$ cat config.mk
export PLATFORM = sky130hd
export DESIGN_NAME = lmc_host_flat
export DESIGN_NICKNAME = d
export VERILOG_FILES = /design/src/lmc_pkg.sv /design/src/lmc_link_if.sv /design/src/lmc_host.sv /design/src/flat_wrapper.sv
export SDC_FILE = /design/constraint.sdc
export NUM_CORES = 1
export LEC_CHECK = 0
export ABC_AREA = 1
export BUFFER_PORTS_ARGS = -buffer_cell sky130_fd_sc_hd__buf_2
export CAP_MARGIN = 20
export CORE_MARGIN = 2
export CORE_UTILIZATION = 54
export DETAILED_ROUTE_END_ITERATION = 6
export PLACE_DENSITY_LB_ADDON = 0.2
export SLEW_MARGIN = 25
export SYNTH_ARGS = -nofsm -noshare
export SYNTH_HDL_FRONTEND = slang
export SYNTH_SLANG_ARGS = --single-unit
export TNS_END_PERCENT = 5
$ cat constraint.sdc
create_clock -name clock -period 2.1 [get_ports clock]
set_input_delay 0.525 -clock clock [delete_from_list [all_inputs] [get_ports clock]]
set_output_delay 0.525 -clock clock [all_outputs]
set_load 0.1 [all_outputs]
$ cat src/lmc_pkg.sv
// shared constants and helpers for the lifetime move count read link
package lmc_pkg;
  localparam logic [7:0] LMC_FUNC_READ = 8'h03;
  localparam logic [15:0] LMC_REG_HIGH = 16'h8400;
  localparam logic [15:0] LMC_REG_LOW = 16'h8401;
  localparam logic [15:0] LMC_REG_QTY = 16'h0002;
  localparam logic [7:0] LMC_BYTE_COUNT = 8'h04;
  localparam logic [15:0] LMC_CRC_INIT = 16'hffff;
  localparam logic [15:0] LMC_CRC_POLY = 16'ha001;
  localparam logic [3:0] LMC_QUERY_LEN = 4'h8;
  localparam logic [3:0] LMC_RESP_LEN = 4'h9;
  localparam logic [7:0] LMC_ADDR_MIN = 8'h01;
  localparam logic [7:0] LMC_ADDR_MAX = 8'h10;
  // default cycle counts between bytes, for a frame-ending silence and for the reply timeout
  localparam int LMC_BYTE_GAP = 4;
  localparam int LMC_SILENCE = 16;
  localparam int LMC_TIMEOUT = 200;

  function automatic logic [15:0] lmc_crc_step(input logic [15:0] crc,
                                               input logic [7:0] data);
    logic [15:0] c;
    c = crc ^ {8'h00, data};
    for (int i = 0; i < 8; i++) begin
      c = c[0] ? ((c >> 1) ^ LMC_CRC_POLY) : (c >> 1);
    end
    return c;
  endfunction : lmc_crc_step

  function automatic logic [7:0] lmc_axis_addr(input logic [3:0] axis);
    return {4'h0, axis} + LMC_ADDR_MIN;
  endfunction : lmc_axis_addr
endpackage : lmc_pkg

$ cat src/lmc_link_if.sv
// byte link between the master end and the controller end
`timescale 1ns/1ps
interface lmc_link_if;
  logic q_vld;
  logic [7:0] q_byte;
  logic r_vld;
  logic [7:0] r_byte;
  modport host (output q_vld, output q_byte, input r_vld, input r_byte);
  modport dev (input q_vld, input q_byte, output r_vld, output r_byte);
endinterface : lmc_link_if

$ cat src/lmc_host.sv
// master end: issues the move count read and checks the reply
`timescale 1ns/1ps
module lmc_host
  import lmc_pkg::*;
#(
  parameter int BYTE_GAP = LMC_BYTE_GAP,
  parameter int SILENCE = LMC_SILENCE,
  parameter int TIMEOUT = LMC_TIMEOUT
) (
  input wire logic clock,
  input wire logic rst_n,
  lmc_link_if.host link,
  input wire logic req,
  input wire logic [3:0] axis_no,
  output logic busy,
  output logic done,
  output logic fail,
  output logic [31:0] move_count
);
  if (BYTE_GAP < 1 || SILENCE <= BYTE_GAP || SILENCE > 255
      || TIMEOUT > 255 || TIMEOUT < 1) begin : g_chk
    $error("lmc_host: gap, silence or timeout out of range");
  end

  typedef enum logic [1:0] {H_IDLE, H_TX, H_RX} lmc_hst_t;
  typedef struct packed {
    lmc_hst_t st;
    logic [7:0] addr;
    logic [3:0] tidx;
    logic [7:0] gap;
    logic [15:0] crc;
    logic [8:0][7:0] rbuf;
    logic [3:0] nb;
    logic [7:0] idle;
    logic vld;
    logic [7:0] dout;
    logic done;
    logic fail;
    logic [31:0] cnt;
  } lmc_hstate_t;

  lmc_hstate_t s_q, s_d;
  logic [7:0] tx_byte;
  logic r_ok;

  always_comb begin
    unique case (s_q.tidx)
      4'd0: tx_byte = s_q.addr;
      4'd1: tx_byte = LMC_FUNC_READ;
      4'd2: tx_byte = LMC_REG_HIGH[15:8];
      4'd3: tx_byte = LMC_REG_HIGH[7:0];
      4'd4: tx_byte = LMC_REG_QTY[15:8];
      4'd5: tx_byte = LMC_REG_QTY[7:0];
      4'd6: tx_byte = s_q.crc[7:0];
      default: tx_byte = s_q.crc[15:8];
    endcase
  end

  assign r_ok = s_q.nb == LMC_RESP_LEN && s_q.crc == 16'h0000
    && s_q.rbuf[0] == s_q.addr
    && s_q.rbuf[1] == LMC_FUNC_READ
    && s_q.rbuf[2] == LMC_BYTE_COUNT;

  always_comb begin
    s_d = s_q;
    s_d.vld = 1'b0;
    s_d.done = 1'b0;
    s_d.fail = 1'b0;
    unique case (s_q.st)
      H_IDLE: begin
        if (req) begin
          s_d.st = H_TX;
          s_d.addr = lmc_axis_addr(axis_no);
          s_d.tidx = 4'h0;
          s_d.gap = 8'(SILENCE);
          s_d.crc = LMC_CRC_INIT;
        end
      end
      H_TX: begin
        if (s_q.gap != 8'h00) begin
          s_d.gap = s_q.gap - 8'h01;
        end else begin
          s_d.vld = 1'b1;
          s_d.dout = tx_byte;
          if (s_q.tidx < 4'd6) begin
            s_d.crc = lmc_crc_step(s_q.crc, tx_byte);
          end
          s_d.tidx = s_q.tidx + 4'h1;
          s_d.gap = 8'(BYTE_GAP - 1);
          if (s_q.tidx == LMC_QUERY_LEN - 4'h1) begin
            s_d.st = H_RX;
            s_d.nb = 4'h0;
            s_d.idle = 8'h00;
            s_d.crc = LMC_CRC_INIT;
          end
        end
      end
      H_RX: begin
        if (link.r_vld) begin
          if (s_q.nb < LMC_RESP_LEN) begin
            s_d.rbuf[s_q.nb] = link.r_byte;
          end
          if (s_q.nb != 4'hf) begin
            s_d.nb = s_q.nb + 4'h1;
          end
          s_d.crc = lmc_crc_step(s_q.crc, link.r_byte);
          s_d.idle = 8'h00;
        end else begin
          s_d.idle = s_q.idle + 8'h01;
          // silent device counts as a failed read rather than a hang
          if ((s_q.nb != 4'h0 && s_q.idle == 8'(SILENCE - 1)) ||
              (s_q.nb == 4'h0 && s_q.idle == 8'(TIMEOUT - 1))) begin
            s_d.st = H_IDLE;
            s_d.done = r_ok;
            s_d.fail = !r_ok;
            if (r_ok) begin
              s_d.cnt = {s_q.rbuf[3], s_q.rbuf[4],
                         s_q.rbuf[5], s_q.rbuf[6]};
            end
          end
        end
      end
      default: s_d.st = H_IDLE;
    endcase
  end

  always_ff @(posedge clock) begin
    if (!rst_n) begin
      s_q <= '0;
      s_q.st <= H_IDLE;
      s_q.crc <= LMC_CRC_INIT;
    end else begin
      s_q <= s_d;
    end
  end

  assign link.q_vld = s_q.vld;
  assign link.q_byte = s_q.dout;
  assign busy = s_q.st != H_IDLE;
  assign done = s_q.done;
  assign fail = s_q.fail;
  assign move_count = s_q.cnt;
endmodule : lmc_host

$ cat src/flat_wrapper.sv
// flat-port wrapper written by rule: the top's interface ports become plain ports
module lmc_host_flat import lmc_pkg::*;
#(
  parameter int BYTE_GAP = LMC_BYTE_GAP,
  parameter int SILENCE = LMC_SILENCE,
  parameter int TIMEOUT = LMC_TIMEOUT
)
  (clock, rst_n, req, axis_no, busy, done, fail, move_count, link_q_vld, link_q_byte, link_r_vld, link_r_byte);
  lmc_link_if link_i ();
  input wire logic clock;
  input wire logic rst_n;
  input wire logic req;
  input wire logic [3:0] axis_no;
  output logic busy;
  output logic done;
  output logic fail;
  output logic [31:0] move_count;
  output wire logic [$bits(link_i.q_vld)-1:0] link_q_vld;
  output wire logic [$bits(link_i.q_byte)-1:0] link_q_byte;
  input wire logic [$bits(link_i.r_vld)-1:0] link_r_vld;
  input wire logic [$bits(link_i.r_byte)-1:0] link_r_byte;
  assign link_q_vld = link_i.q_vld;
  assign link_q_byte = link_i.q_byte;
  assign link_i.r_vld = link_r_vld;
  assign link_i.r_byte = link_r_byte;
  lmc_host #(.BYTE_GAP(BYTE_GAP), .SILENCE(SILENCE), .TIMEOUT(TIMEOUT)) u_core (.clock(clock), .rst_n(rst_n), .link(link_i), .req(req), .axis_no(axis_no), .busy(busy), .done(done), .fail(fail), .move_count(move_count));
endmodule
==> run summary, run 1 <==
CTS Hold Buffers Added: 0
cell taking the most area after synthesis: dfxtp_1
HPWL after detailed placement: 13300 um
net switching component of the power: 0.00579 W
Hold/Removal Path Class: input port to flip-flop
first-pass GRT wire length: 30000 um
Peak VDD IR: 0.961 mV
Cell Area, Synth: 0.00715 mm2
Non-Filler Instances: 1285
status: finished with violations
post-synthesis net count: 1007
share of cells above drive strength 1: 0.275
pin count of the biggest net entering global routing: 65
Worst Path Required: 2.42 ns
Sink Count: 146
Final period util: 1.21
initial antenna violation count: 0
io pins: 60
clock transition at the registers of the reported paths: 0.06 ns
Die Span X: 119 um
Clock Skew: 0.0105 ns
1st-iter DRT viols: 643
Comb power frac: 0.496
Synth top area share: 0.409
Pwr Density: 1480 mW/mm2
num rows: 42
Max Cap Viol: 0
Sequential Power Share: 0.268
Avg WL per Cell: 15.0 um
setup TNS: -1.94 ns
gpl congestion: 1.05
Max Slew Vio Count: 0
Clk pwr share: 0.236
die height: 119 um
final wirelength: 19200 um
nets: 1129
Worst Tran Pin Value: 0.814 ns
unrepaired setup endpoints after global routing: yes
vias in the first global route: 6253
startpoint type of the worst setup path: flip-flop
dpl cells: 1244
Slew headroom: 0.455
Total GRT Usage: 0.265
Initial Utilization: 0.547
DIE AREA: 0.0142 mm2
CTS tree: built
syn_area_per_cell: 7.34 um2
failing checks: setup timing
Tmin final: 2.53 ns
Sw Ratio: 0.430
drt drc: 0
global route overflow: 0
antenna fix cells: 0
Via density: 5.41
#FFs+latches synth: 146
Max clock buf depth: 2
Placeable Area: 0.0131 mm2
kind of critical path: flip-flop to flip-flop
Synth Warn #: 0
Num CTS Buffers: 17
clk_lat worst skew: 0.43 ns
final hold violations: 0
Arr. time, crit path: 2.85 ns
P_int: 0.00766 W
Leakage: 3.97 nW
pre-CTS setup slack: -0.293 ns
Max Clk Rate: 395 MHz
final antenna-violating net count: 0
via total after detailed routing: 6950
register area share after synthesis: 0.409
distinct cell type count after synthesis: 41
H-tree Lvls: 4
final setup fails: 14
port buffer count: 59
Post-Synthesis Cells: 974
PnR worst setup slack: -0.434 ns
Area Overhead vs Synth: 27.1%
CP Max Fanout: 5
endpoint class of the critical path: flip-flop
ranking of synthesized cells by area: dfxtp_1 (41%), o21ai_0 (9.7%), a21oi_1 (9.1%), nand2_1 (7.3%), inv_1 (6.1%)
First-pass DRT Iterations: 5
clk root buf: clkbuf_16
[through the flow]
step | area (um2) | power (W) | utilization | hold WS [ns]
final | 9090 | 0.0134 | 0.695 | 0.312
after global routing | 9090 | 0.0142 | 0.695 | 0.319
after CTS | 8780 | 0.0128 | 0.671 | 0.295
after detailed placement | 8090 | 0.00951 | 0.619 | 0.436
after global placement | 8090 | 0.00943 | 0.619 | 0.433
after floorplan | 7220 | 0.00747 | - | 0.423
[layout by cell type (no fill, tap or decap), types with 12 or more instances in the layout]
master / instances
clkbuf_16: 17
inv_2: 12
nand2_1: 105
dfxtp_1: 143
nand3_1: 43
a21oi_1: 130
buf_2: 58
ha_1: 12
o21ai_1: 37
xnor2_1: 16
nor2_1: 39
buf_4: 116
inv_1: 106
nand2_2: 31
o21ai_0: 105
[final timing paths]
kind | to | cells past startpoint | startpoint | slack, ns
worst max-delay path | u_core.s_q[142]$_SDFFE_PN1P_ | 21 | u_core.s_q[151]$_SDFFE_PN0P_ | -0.43
worst min-delay path | u_core.s_q[155]$_SDFFE_PN0P_ | 2 | axis_no[0] | 0.31
worst max register to register | u_core.s_q[142]$_SDFFE_PN1P_ | 21 | u_core.s_q[151]$_SDFFE_PN0P_ | -0.43
worst min register to register | flip-flop | 2 | flip-flop | 0.45
[metal layers]
metal | part of all wire | routed length [um] | vias up | track usage
met1 | 0.43 | 8200 | 3177 | 0.347
li1 | - | - | 3464 | -
met5 | 0 | 0 | - | 0
met4 | 0.035 | 674 | 0 | 0.0982
met2 | 0.47 | 9020 | 246 | 0.436
met3 | 0.069 | 1330 | 63 | 0.0474
[what timing repair did]
action / in CTS / in global routing
setup buffers: 0 / 8
cloned: 1 / 0
setup endpoints to repair: 25 / 77
gates resized for setup: 16 / 102
pin swaps: 4 / 27
[final cells by class]
type,count,area (um2)
fill,1040,3990
multi-input combinational,632,3640
sequential,146,2930
timing repair buffer,177,1200
inverter,122,472
clock buffer,18,439
tap,176,220
clock inverter,14,186
[critical path, cell delays in order (launching register included)]
cell     delay (ns)
dfxtp_4        0.36
buf_4          0.14
ha_4           0.16
inv_2          0.06
nand3_4        0.14
nand2_8        0.17
nand2_8        0.08
nand3_1        0.11
nand2_1        0.11
nand2_1        0.08
nand2_1        0.08
nand2_1        0.09
nand2_2        0.07
inv_2          0.05
nand2_2        0.06
nand2_2        0.09
nand2_2        0.07
buf_4          0.13
nand3_1        0.05
nand3_1        0.07
a21oi_1        0.16
o21ai_1        0.07
[power groups by stage]
stage          registers, W  logic, W  clock network (W)
4_1_cts             0.00355   0.00600            0.00322
2_1_floorplan       0.00351   0.00396                  0
3_5_place_dp        0.00361   0.00590                  0
6_report            0.00360   0.00667            0.00317
5_1_grt             0.00364   0.00726            0.00334
3_3_place_gp        0.00360   0.00583                  0
[synth_stat cells]
cell type,n
clkbuf_1,27
nand4_1,8
o22ai_1,3
a311oi_1,1
xor2_1,8
or2_1,1
nor3_2,2
inv_2,5
a31oi_1,6
xnor2_1,16
clkbuf_8,4
or2_2,2
a211oi_1,2
nand3_2,2
ha_1,17
nand2_4,1
buf_6,1
buf_4,41
o211ai_1,7
o21bai_1,1
nand2_2,5
nor3_1,11
nor3b_1,5
o221ai_1,3
clkbuf_2,1
a21oi_1,130
o21ai_1,4
dfxtp_1,146
o31ai_1,1
o21ai_0,138
nor2_1,52
a2111o_1,1
and3_1,1
nand2_1,139
nand3_1,50
a2111oi_0,1
nor4_1,11
buf_1,1
nor2_4,1
inv_1,117
nor4_2,1
[logic make-up (layout without fill, tap and decap cells)]
kind of cell,count (synthesis),in the layout,synth area share
AOI/OAI and AO/OA,298,298,0.217
buffers and inverters,197,331,0.132
adders and majority gates,17,17,0.0297
and+or+nand+nor,292,293,0.183
xor gates and xnor gates,24,24,0.0294
DFF,146,146,0.409
Note: power is estimated with default switching activity, not from simulation.
==> run 2: changes to the inputs <==
--- a/config.mk
+++ b/config.mk
@@ -9,7 +9,7 @@
 export BUFFER_PORTS_ARGS = -buffer_cell sky130_fd_sc_hd__buf_2
 export CAP_MARGIN = 20
 export CORE_MARGIN = 2
-export CORE_UTILIZATION = 54
+export CORE_UTILIZATION = 56
 export DETAILED_ROUTE_END_ITERATION = 6
 export PLACE_DENSITY_LB_ADDON = 0.2
 export SLEW_MARGIN = 25
==> constraint.sdc (replaced) <==
create_clock -name clock -period 3 [get_ports clock]
set_input_delay 0.75 -clock clock [delete_from_list [all_inputs] [get_ports clock]]
set_output_delay 0.75 -clock clock [all_outputs]
set_load 0.1 [all_outputs]
==> run summary, run 2 (synthesis gave the netlist of run 1 again) <==
status: finished, final reports clean (was finished with violations)
Total GRT Usage: 0.262 (was 0.265)
Clk pwr share: 0.274 (was 0.236)
most frequent cells in the layout: dfxtp_1 (146), nand2_1 (138), o21ai_0 (138) (was dfxtp_1 (143), a21oi_1 (130), buf_4 (116))
Max Slew Vio Count: 0 (unchanged)
final wirelength: 17300 um (was 19200 um)
io pins: 60 (unchanged)
CTS tree: built (unchanged)
P_int: 0.00463 W (was 0.00766 W)
final hold violations: 0 (unchanged)
GRT met1 Usage: 0.338 (was 0.347)
final antenna-violating net count: 0 (unchanged)
vias in the first global route: 5620 (was 6253)
unrepaired setup endpoints after global routing: no (was yes)
gpl congestion: 0.949 (was 1.05)
kind of critical path: flip-flop to flip-flop (unchanged)
commonest non-fill, non-tap cell in the layout: dfxtp_1 (unchanged)
1st-iter DRT viols: 572 (was 643)
GRT Max-Usage Layer: met2 (unchanged)
Tmin final: 2.64 ns (was 2.53 ns)
Fillers: 1172 (was 1040)
H-tree Lvls: 4 (unchanged)
Sw Ratio: 0.429 (was 0.430)
CP Max Fanout: 10 (was 5)
Via density: 5.44 (was 5.41)
Final period util: 0.881 (was 1.21)
Pwr Density: 1020 mW/mm2 (was 1480 mW/mm2)
Peak VDD IR: 0.673 mV (was 0.961 mV)
Comb power frac: 0.417 (was 0.496)
HPWL after detailed placement: 12100 um (was 13300 um)
startpoint type of the worst setup path: flip-flop (unchanged)
Sequential Power Share: 0.309 (was 0.268)
die height: 117 um (was 119 um)
via total after detailed routing: 6388 (was 6950)
initial antenna violation count: 0 (unchanged)
Worst Path Required: 3.31 ns (was 2.42 ns)
pin count of the biggest net entering global routing: 65 (unchanged)
CTS Hold Buffers Added: 0 (unchanged)
Max clock buf depth: 2 (unchanged)
antenna fix cells: 0 (unchanged)
first-pass GRT wire length: 27600 um (was 30000 um)
clock transition at the registers of the reported paths: 0.06 ns (about the same)
drt drc: 0 (unchanged)
final setup fails: 0 (was 14)
First-pass DRT Iterations: 6 (was 5)
clk root buf: clkbuf_16 (unchanged)
nets: 1024 (was 1129)
Hold/Removal Path Class: flip-flop to flip-flop (was input port to flip-flop)
DIE AREA: 0.0137 mm2 (was 0.0142 mm2)
Avg WL per Cell: 14.7 um (was 15.0 um)
global route overflow: 0 (unchanged)
Arr. time, crit path: 2.95 ns (was 2.85 ns)
Leakage: 3.38 nW (was 3.97 nW)
Worst Tran Pin Value: 0.593 ns (was 0.814 ns)
setup TNS: 0 ns (was -1.94 ns)
num rows: 41 (was 42)
Area Overhead vs Synth: 10.9% (was 27.1%)
GRT met2 Usage: 0.425 (was 0.436)
Max Clk Rate: 378 MHz (was 395 MHz)
Slew headroom: 0.602 (was 0.455)
CP startpoint: u_core.s_q[152]$_SDFFE_PN0P_ (was u_core.s_q[151]$_SDFFE_PN0P_)
clk_lat worst skew: 0.43 ns (about the same)
endpoint class of the critical path: flip-flop (unchanged)
Placeable Area: 0.0126 mm2 (was 0.0131 mm2)
Num CTS Buffers: 17 (unchanged)
Die Span X: 117 um (was 119 um)
final design utilization: 0.631 (was 0.695)
Sink Count: 146 (unchanged)
Max Cap Viol: 0 (unchanged)
met3 Use GR: 0.0510 (was 0.0474)
Initial Utilization: 0.569 (was 0.547)
Tot Pwr: 0.00812 W (was 0.0134 W)
reg2reg start: u_core.s_q[152]$_SDFFE_PN0P_ (was u_core.s_q[151]$_SDFFE_PN0P_)
port buffer count: 59 (unchanged)
Clock Skew: 0.00776 ns (was 0.0105 ns)
net switching component of the power: 0.00348 W (was 0.00579 W)
share of cells above drive strength 1: 0.127 (was 0.275)
run 2: cell count changes in the layout (fill, tap and decap cells not counted), moves of 6 or more:
cell     before  now
buf_4       116   13
nand3_1      43   49
nand2_1     105  138
nor2_2        8    1
nand2_2      31    6
inv_2        12    5
inv_1       106  117
o21ai_0     105  138
nand2_4       7    1
nor2_1       39   50
o21ai_1      37    4
run 2: worst paths after layout:
| path | to | slack [ns] | depth (start not counted) |
|---|---|---|---|
| hold reg to reg | flip-flop | 0.44 | 2 |
| setup reg to reg | u_core.s_q[127]$_SDFFE_PN1P_ | 0.36 | 24 |
| setup / recovery | u_core.s_q[127]$_SDFFE_PN1P_ | 0.36 | 24 |
| hold / removal | flip-flop | 0.44 | 2 |
run 2: repair_timing:
action / CTS / global route
resized for setup: 0 / 5
setup buffers: 0 / 0
endpoints found under the setup margin: 0 / 3
run 2: worst max-delay path, cell delays in order, from the launching register on:
cell and delay (ns):
dfxtp_1 0.36, inv_1 0.12, ha_2 0.24, nor2_2 0.12
nand3_2 0.12, nand2_4 0.14, nand2_1 0.13, nand2_1 0.12
nand2_1 0.05, nand2_1 0.12, nand2_1 0.07, nand2_1 0.09
nand2_1 0.05, nand2_1 0.08, inv_1 0.05, nand2_2 0.06
nand2_1 0.09, nand2_1 0.10, nand3_1 0.07, nand3_1 0.09
nand2_1 0.05, nand2_1 0.05, nand2_1 0.04, nand2_1 0.05
nand2_1 0.05
run 2: power by group through the flow:
| stage | combinational [W] | sequential (W) | clock, W |
|---|---|---|---|
| global route | 0.00375 | 0.00253 | 0.00233 |
| floorplan | 0.00269 | 0.00245 | 0 |
| finish | 0.00338 | 0.00251 | 0.00222 |
| CTS | 0.00333 | 0.00250 | 0.00224 |
| detailed placement | 0.00330 | 0.00254 | 0 |
| global placement | 0.00326 | 0.00254 | 0 |
run 2: metrics by stage:
| step | setup WS (ns) | hold WS (ns) | instances | cell area [um2] |
|---|---|---|---|---|
| floorplan | 0.458 | 0.423 | 974 | 7150 |
| detailed placement | 0.335 | 0.435 | 1144 | 7300 |
| global route | 0.0298 | 0.455 | 1175 | 7930 |
| finish | 0.358 | 0.443 | 1175 | 7930 |
| global placement | 0.367 | 0.432 | 1144 | 7300 |
| CTS | 0.322 | 0.444 | 1175 | 7920 |
run 2: cell type report:
cell class	count	area (um2)	area share
Multi-Input combinational cell	631	3310	0.417
Sequential cell	146	2920	0.368
Inverter	122	458	0.0577
Clock buffer	19	433	0.0546
Timing Repair Buffer	73	413	0.0521
Tap cell	172	215	0.0271
Clock inverter	12	180	0.0227
run 2: per-layer routing:
layer | wire length [um] | share of wire | up-vias
met5 | 0 | 0 | -
met4 | 440 | 0.025 | 0
met3 | 982 | 0.057 | 37
met2 | 7820 | 0.45 | 197
met1 | 8050 | 0.47 | 2906
li1 | - | - | 3248
==> run 3: changes to the inputs <==
--- a/config.mk
+++ b/config.mk
@@ -9,10 +9,11 @@
 export BUFFER_PORTS_ARGS = -buffer_cell sky130_fd_sc_hd__buf_2
 export CAP_MARGIN = 20
 export CORE_MARGIN = 2
-export CORE_UTILIZATION = 56
+export CORE_UTILIZATION = 25
 export DETAILED_ROUTE_END_ITERATION = 6
+export HOLD_SLACK_MARGIN = 0.12
 export PLACE_DENSITY_LB_ADDON = 0.2
-export SLEW_MARGIN = 25
+export SLEW_MARGIN = 40
 export SYNTH_ARGS = -nofsm -noshare
 export SYNTH_HDL_FRONTEND = slang
 export SYNTH_SLANG_ARGS = --single-unit
==> run summary, run 3 (synthesis gave the netlist of run 1 again) <==
Avg WL per Cell: 14.6 um (was 14.7 um)
gpl congestion: 0.872 (was 0.949)
Peak VDD IR: 0.412 mV (was 0.673 mV)
share of cells above drive strength 1: 0.126 (was 0.127)
Clock Skew: 0.0148 ns (was 0.00776 ns)
Num CTS Buffers: 17 (unchanged)
endpoint class of the critical path: flip-flop (unchanged)
crit-path most repeated cell: nand2_1 (unchanged)
first-pass GRT wire length: 32200 um (was 27600 um)
antenna fix cells: 0 (unchanged)
Final Cell Area: 0.00820 mm2 (was 0.00793 mm2)
most frequent cells in the layout: dfxtp_1 (146), nand2_1 (139), o21ai_0 (138) (was dfxtp_1 (146), nand2_1 (138), o21ai_0 (138))
Tot Pwr: 0.00806 W (was 0.00812 W)
pre-CTS setup slack: 0.369 ns (was 0.335 ns)
startpoint type of the worst setup path: flip-flop (unchanged)
Hold/Removal Path Class: flip-flop to flip-flop (unchanged)
io pins: 60 (unchanged)
Tmin final: 2.60 ns (was 2.64 ns)
Placeable Area: 0.0280 mm2 (was 0.0126 mm2)
clock transition at the registers of the reported paths: 0.07 ns (was 0.06 ns)
Final period util: 0.867 (was 0.881)
kind of critical path: flip-flop to flip-flop (unchanged)
WL met2: 9070 um (was 7820 um)
worst-path cell chain: inv_1 -> ha_2 -> nor2_1 -> nand3_2 -> nand2_4 -> nand2_1 -> nand2_1 -> nand2_1 -> nand2_1 -> nand2_1 -> nand2_1 -> nand2_1 -> nand2_1 -> inv_1 -> nand2_2 -> nand2_1 -> nand2_1 -> nand3_1 -> nand3_1 -> nand2_1 -> nand2_1 -> nand2_1 -> nand2_1 -> nand2_1 (was inv_1 -> ha_2 -> nor2_2 -> nand3_2 -> nand2_4 -> nand2_1 -> nand2_1 -> nand2_1 -> nand2_1 -> nand2_1 -> nand2_1 -> nand2_1 -> nand2_1 -> inv_1 -> nand2_2 -> nand2_1 -> nand2_1 -> nand3_1 -> nand3_1 -> nand2_1 -> nand2_1 -> nand2_1 -> nand2_1 -> nand2_1)
unrepaired setup endpoints after global routing: no (unchanged)
Area Overhead vs Synth: 14.6% (was 10.9%)
Clk pwr share: 0.269 (was 0.274)
Comb power frac: 0.417 (about the same)
Crit path buffers/inverters: 2 (unchanged)
H-tree Lvls: 4 (unchanged)
clk_lat worst skew: 0.43 ns (about the same)
Initial Utilization: 0.255 (was 0.569)
Fillers: 3120 (was 1172)
routed metal-1 wire length: 9980 um (was 8050 um)
Sequential Power Share: 0.314 (was 0.309)
met3 WL: 875 um (was 982 um)
postcts setup bufs: 0 (unchanged)
via total after detailed routing: 6257 (was 6388)
CP peak stage delay: 0.35 ns (was 0.36 ns)
final wirelength: 20200 um (was 17300 um)
setup TNS: 0 ns (unchanged)
port buffer count: 59 (unchanged)
Worst Path Required: 3.32 ns (was 3.31 ns)
final design utilization: 0.293 (was 0.631)
P_int: 0.00437 W (was 0.00463 W)
initial antenna violation count: 0 (unchanged)
global route overflow: 0 (unchanged)
Worst path top cell family by delay: simple AND/OR/NAND/NOR gates (unchanged)
Pwr Density: 984 mW/mm2 (was 1020 mW/mm2)
final antenna-violating net count: 0 (unchanged)
critical path depth: 24 (unchanged)
HPWL after detailed placement: 14500 um (was 12100 um)
Slew headroom: 0.585 (was 0.602)
Hold Path Depth: 2 (unchanged)
nets: 1024 (unchanged)
Max Cap Viol: 0 (unchanged)
Max Clk Rate: 385 MHz (was 378 MHz)
footprint of the multi-input gates: 0.00330 mm2 (was 0.00331 mm2)
PnR worst setup slack: 0.400 ns (was 0.358 ns)
net switching component of the power: 0.00369 W (was 0.00348 W)
CTS tree: built (unchanged)
reg2reg path depth: 24 (unchanged)
placed cell area: 0.00757 mm2 (was 0.00730 mm2)
drt drc: 0 (unchanged)
slowest CP cell: dfxtp_1 (unchanged)
First-pass DRT Iterations: 4 (was 6)
DIE AREA: 0.0300 mm2 (was 0.0137 mm2)
clk root buf: clkbuf_16 (unchanged)
vias in the first global route: 5851 (was 5620)
Seq. cell area: 0.00292 mm2 (unchanged)
final hold violations: 0 (unchanged)
Sink Count: 146 (unchanged)
Leakage: 3.39 nW (was 3.38 nW)
status: finished, final reports clean (unchanged)
Via density: 4.53 (was 5.44)
1st-iter DRT viols: 351 (was 572)
Max Slew Vio Count: 0 (unchanged)
Max clock buf depth: 2 (unchanged)
pin count of the biggest net entering global routing: 105 (was 65)
Worst Tran Pin Value: 0.621 ns (was 0.593 ns)
Die Span X: 173 um (was 117 um)
Sw Ratio: 0.458 (was 0.429)
num rows: 61 (was 41)
commonest non-fill, non-tap cell in the layout: dfxtp_1 (unchanged)
die height: 173 um (was 117 um)
Top Layer Used: met4 (unchanged)
CP Max Fanout: 10 (unchanged)
Arr. time, crit path: 2.92 ns (was 2.95 ns)
Total GRT Usage: 0.136 (was 0.262)
final setup fails: 0 (unchanged)
[run 3: changes by cell type in the layout (fill, tap and decap cells not counted), moves of 2 or more]
cell and change:
clkinv_8 +7, bufinv_16 -4, inv_8 +3, clkbuf_1 -2
clkinv_2 -2
[run 3: final timing paths]
path	from	endpoint	slack (ns)
setup / recovery	u_core.s_q[152]$_SDFFE_PN0P_	u_core.s_q[127]$_SDFFE_PN1P_	0.40
hold / removal	flip-flop	flip-flop	0.45
setup reg to reg	u_core.s_q[152]$_SDFFE_PN0P_	u_core.s_q[127]$_SDFFE_PN1P_	0.40
hold reg to reg	flip-flop	flip-flop	0.45
[run 3: tightest hold or removal path, cell delays in order, from the launching register on]
cell and delay (ns):
dfxtp_1 0.31, inv_1 0.05, a21oi_1 0.05
[run 3: layout make-up]
class / count / share of cell area
multi-input cells: 631 / 0.403
repair buffers: 73 / 0.0519
clock buffers: 17 / 0.0519
clock inverters: 15 / 0.0232
well taps: 378 / 0.0577
flip-flops and latches: 146 / 0.357
inverters: 122 / 0.0559
[run 3: through the flow]
stage	instances	hold slack (ns)
6_report	1382	0.450
4_1_cts	1382	0.450
2_1_floorplan	974	0.423
3_3_place_gp	1350	0.434
3_5_place_dp	1350	0.438
5_1_grt	1382	0.467
[run 3: what timing repair did]
item,CTS,global route
hold buffers,0,0
endpoints found under the setup margin,0,1
resized for setup,0,2
[run 3: power by group through the flow]
| stage | Combinational, W | Sequential (W) | Clock, W |
|---|---|---|---|
| after global placement | 0.00336 | 0.00257 | 0 |
| after floorplan | 0.00269 | 0.00245 | 0 |
| after CTS | 0.00337 | 0.00253 | 0.00224 |
| final | 0.00336 | 0.00253 | 0.00217 |
| after global routing | 0.00380 | 0.00256 | 0.00232 |
| after detailed placement | 0.00335 | 0.00257 | 0 |
[run 3: layer usage]
metal / vias to the layer above / track usage
met2: 105 / 0.214
li1: 3250 / -
met1: 2885 / 0.187
met5: - / 0
met3: 17 / 0.0314
met4: 0 / 0.0318
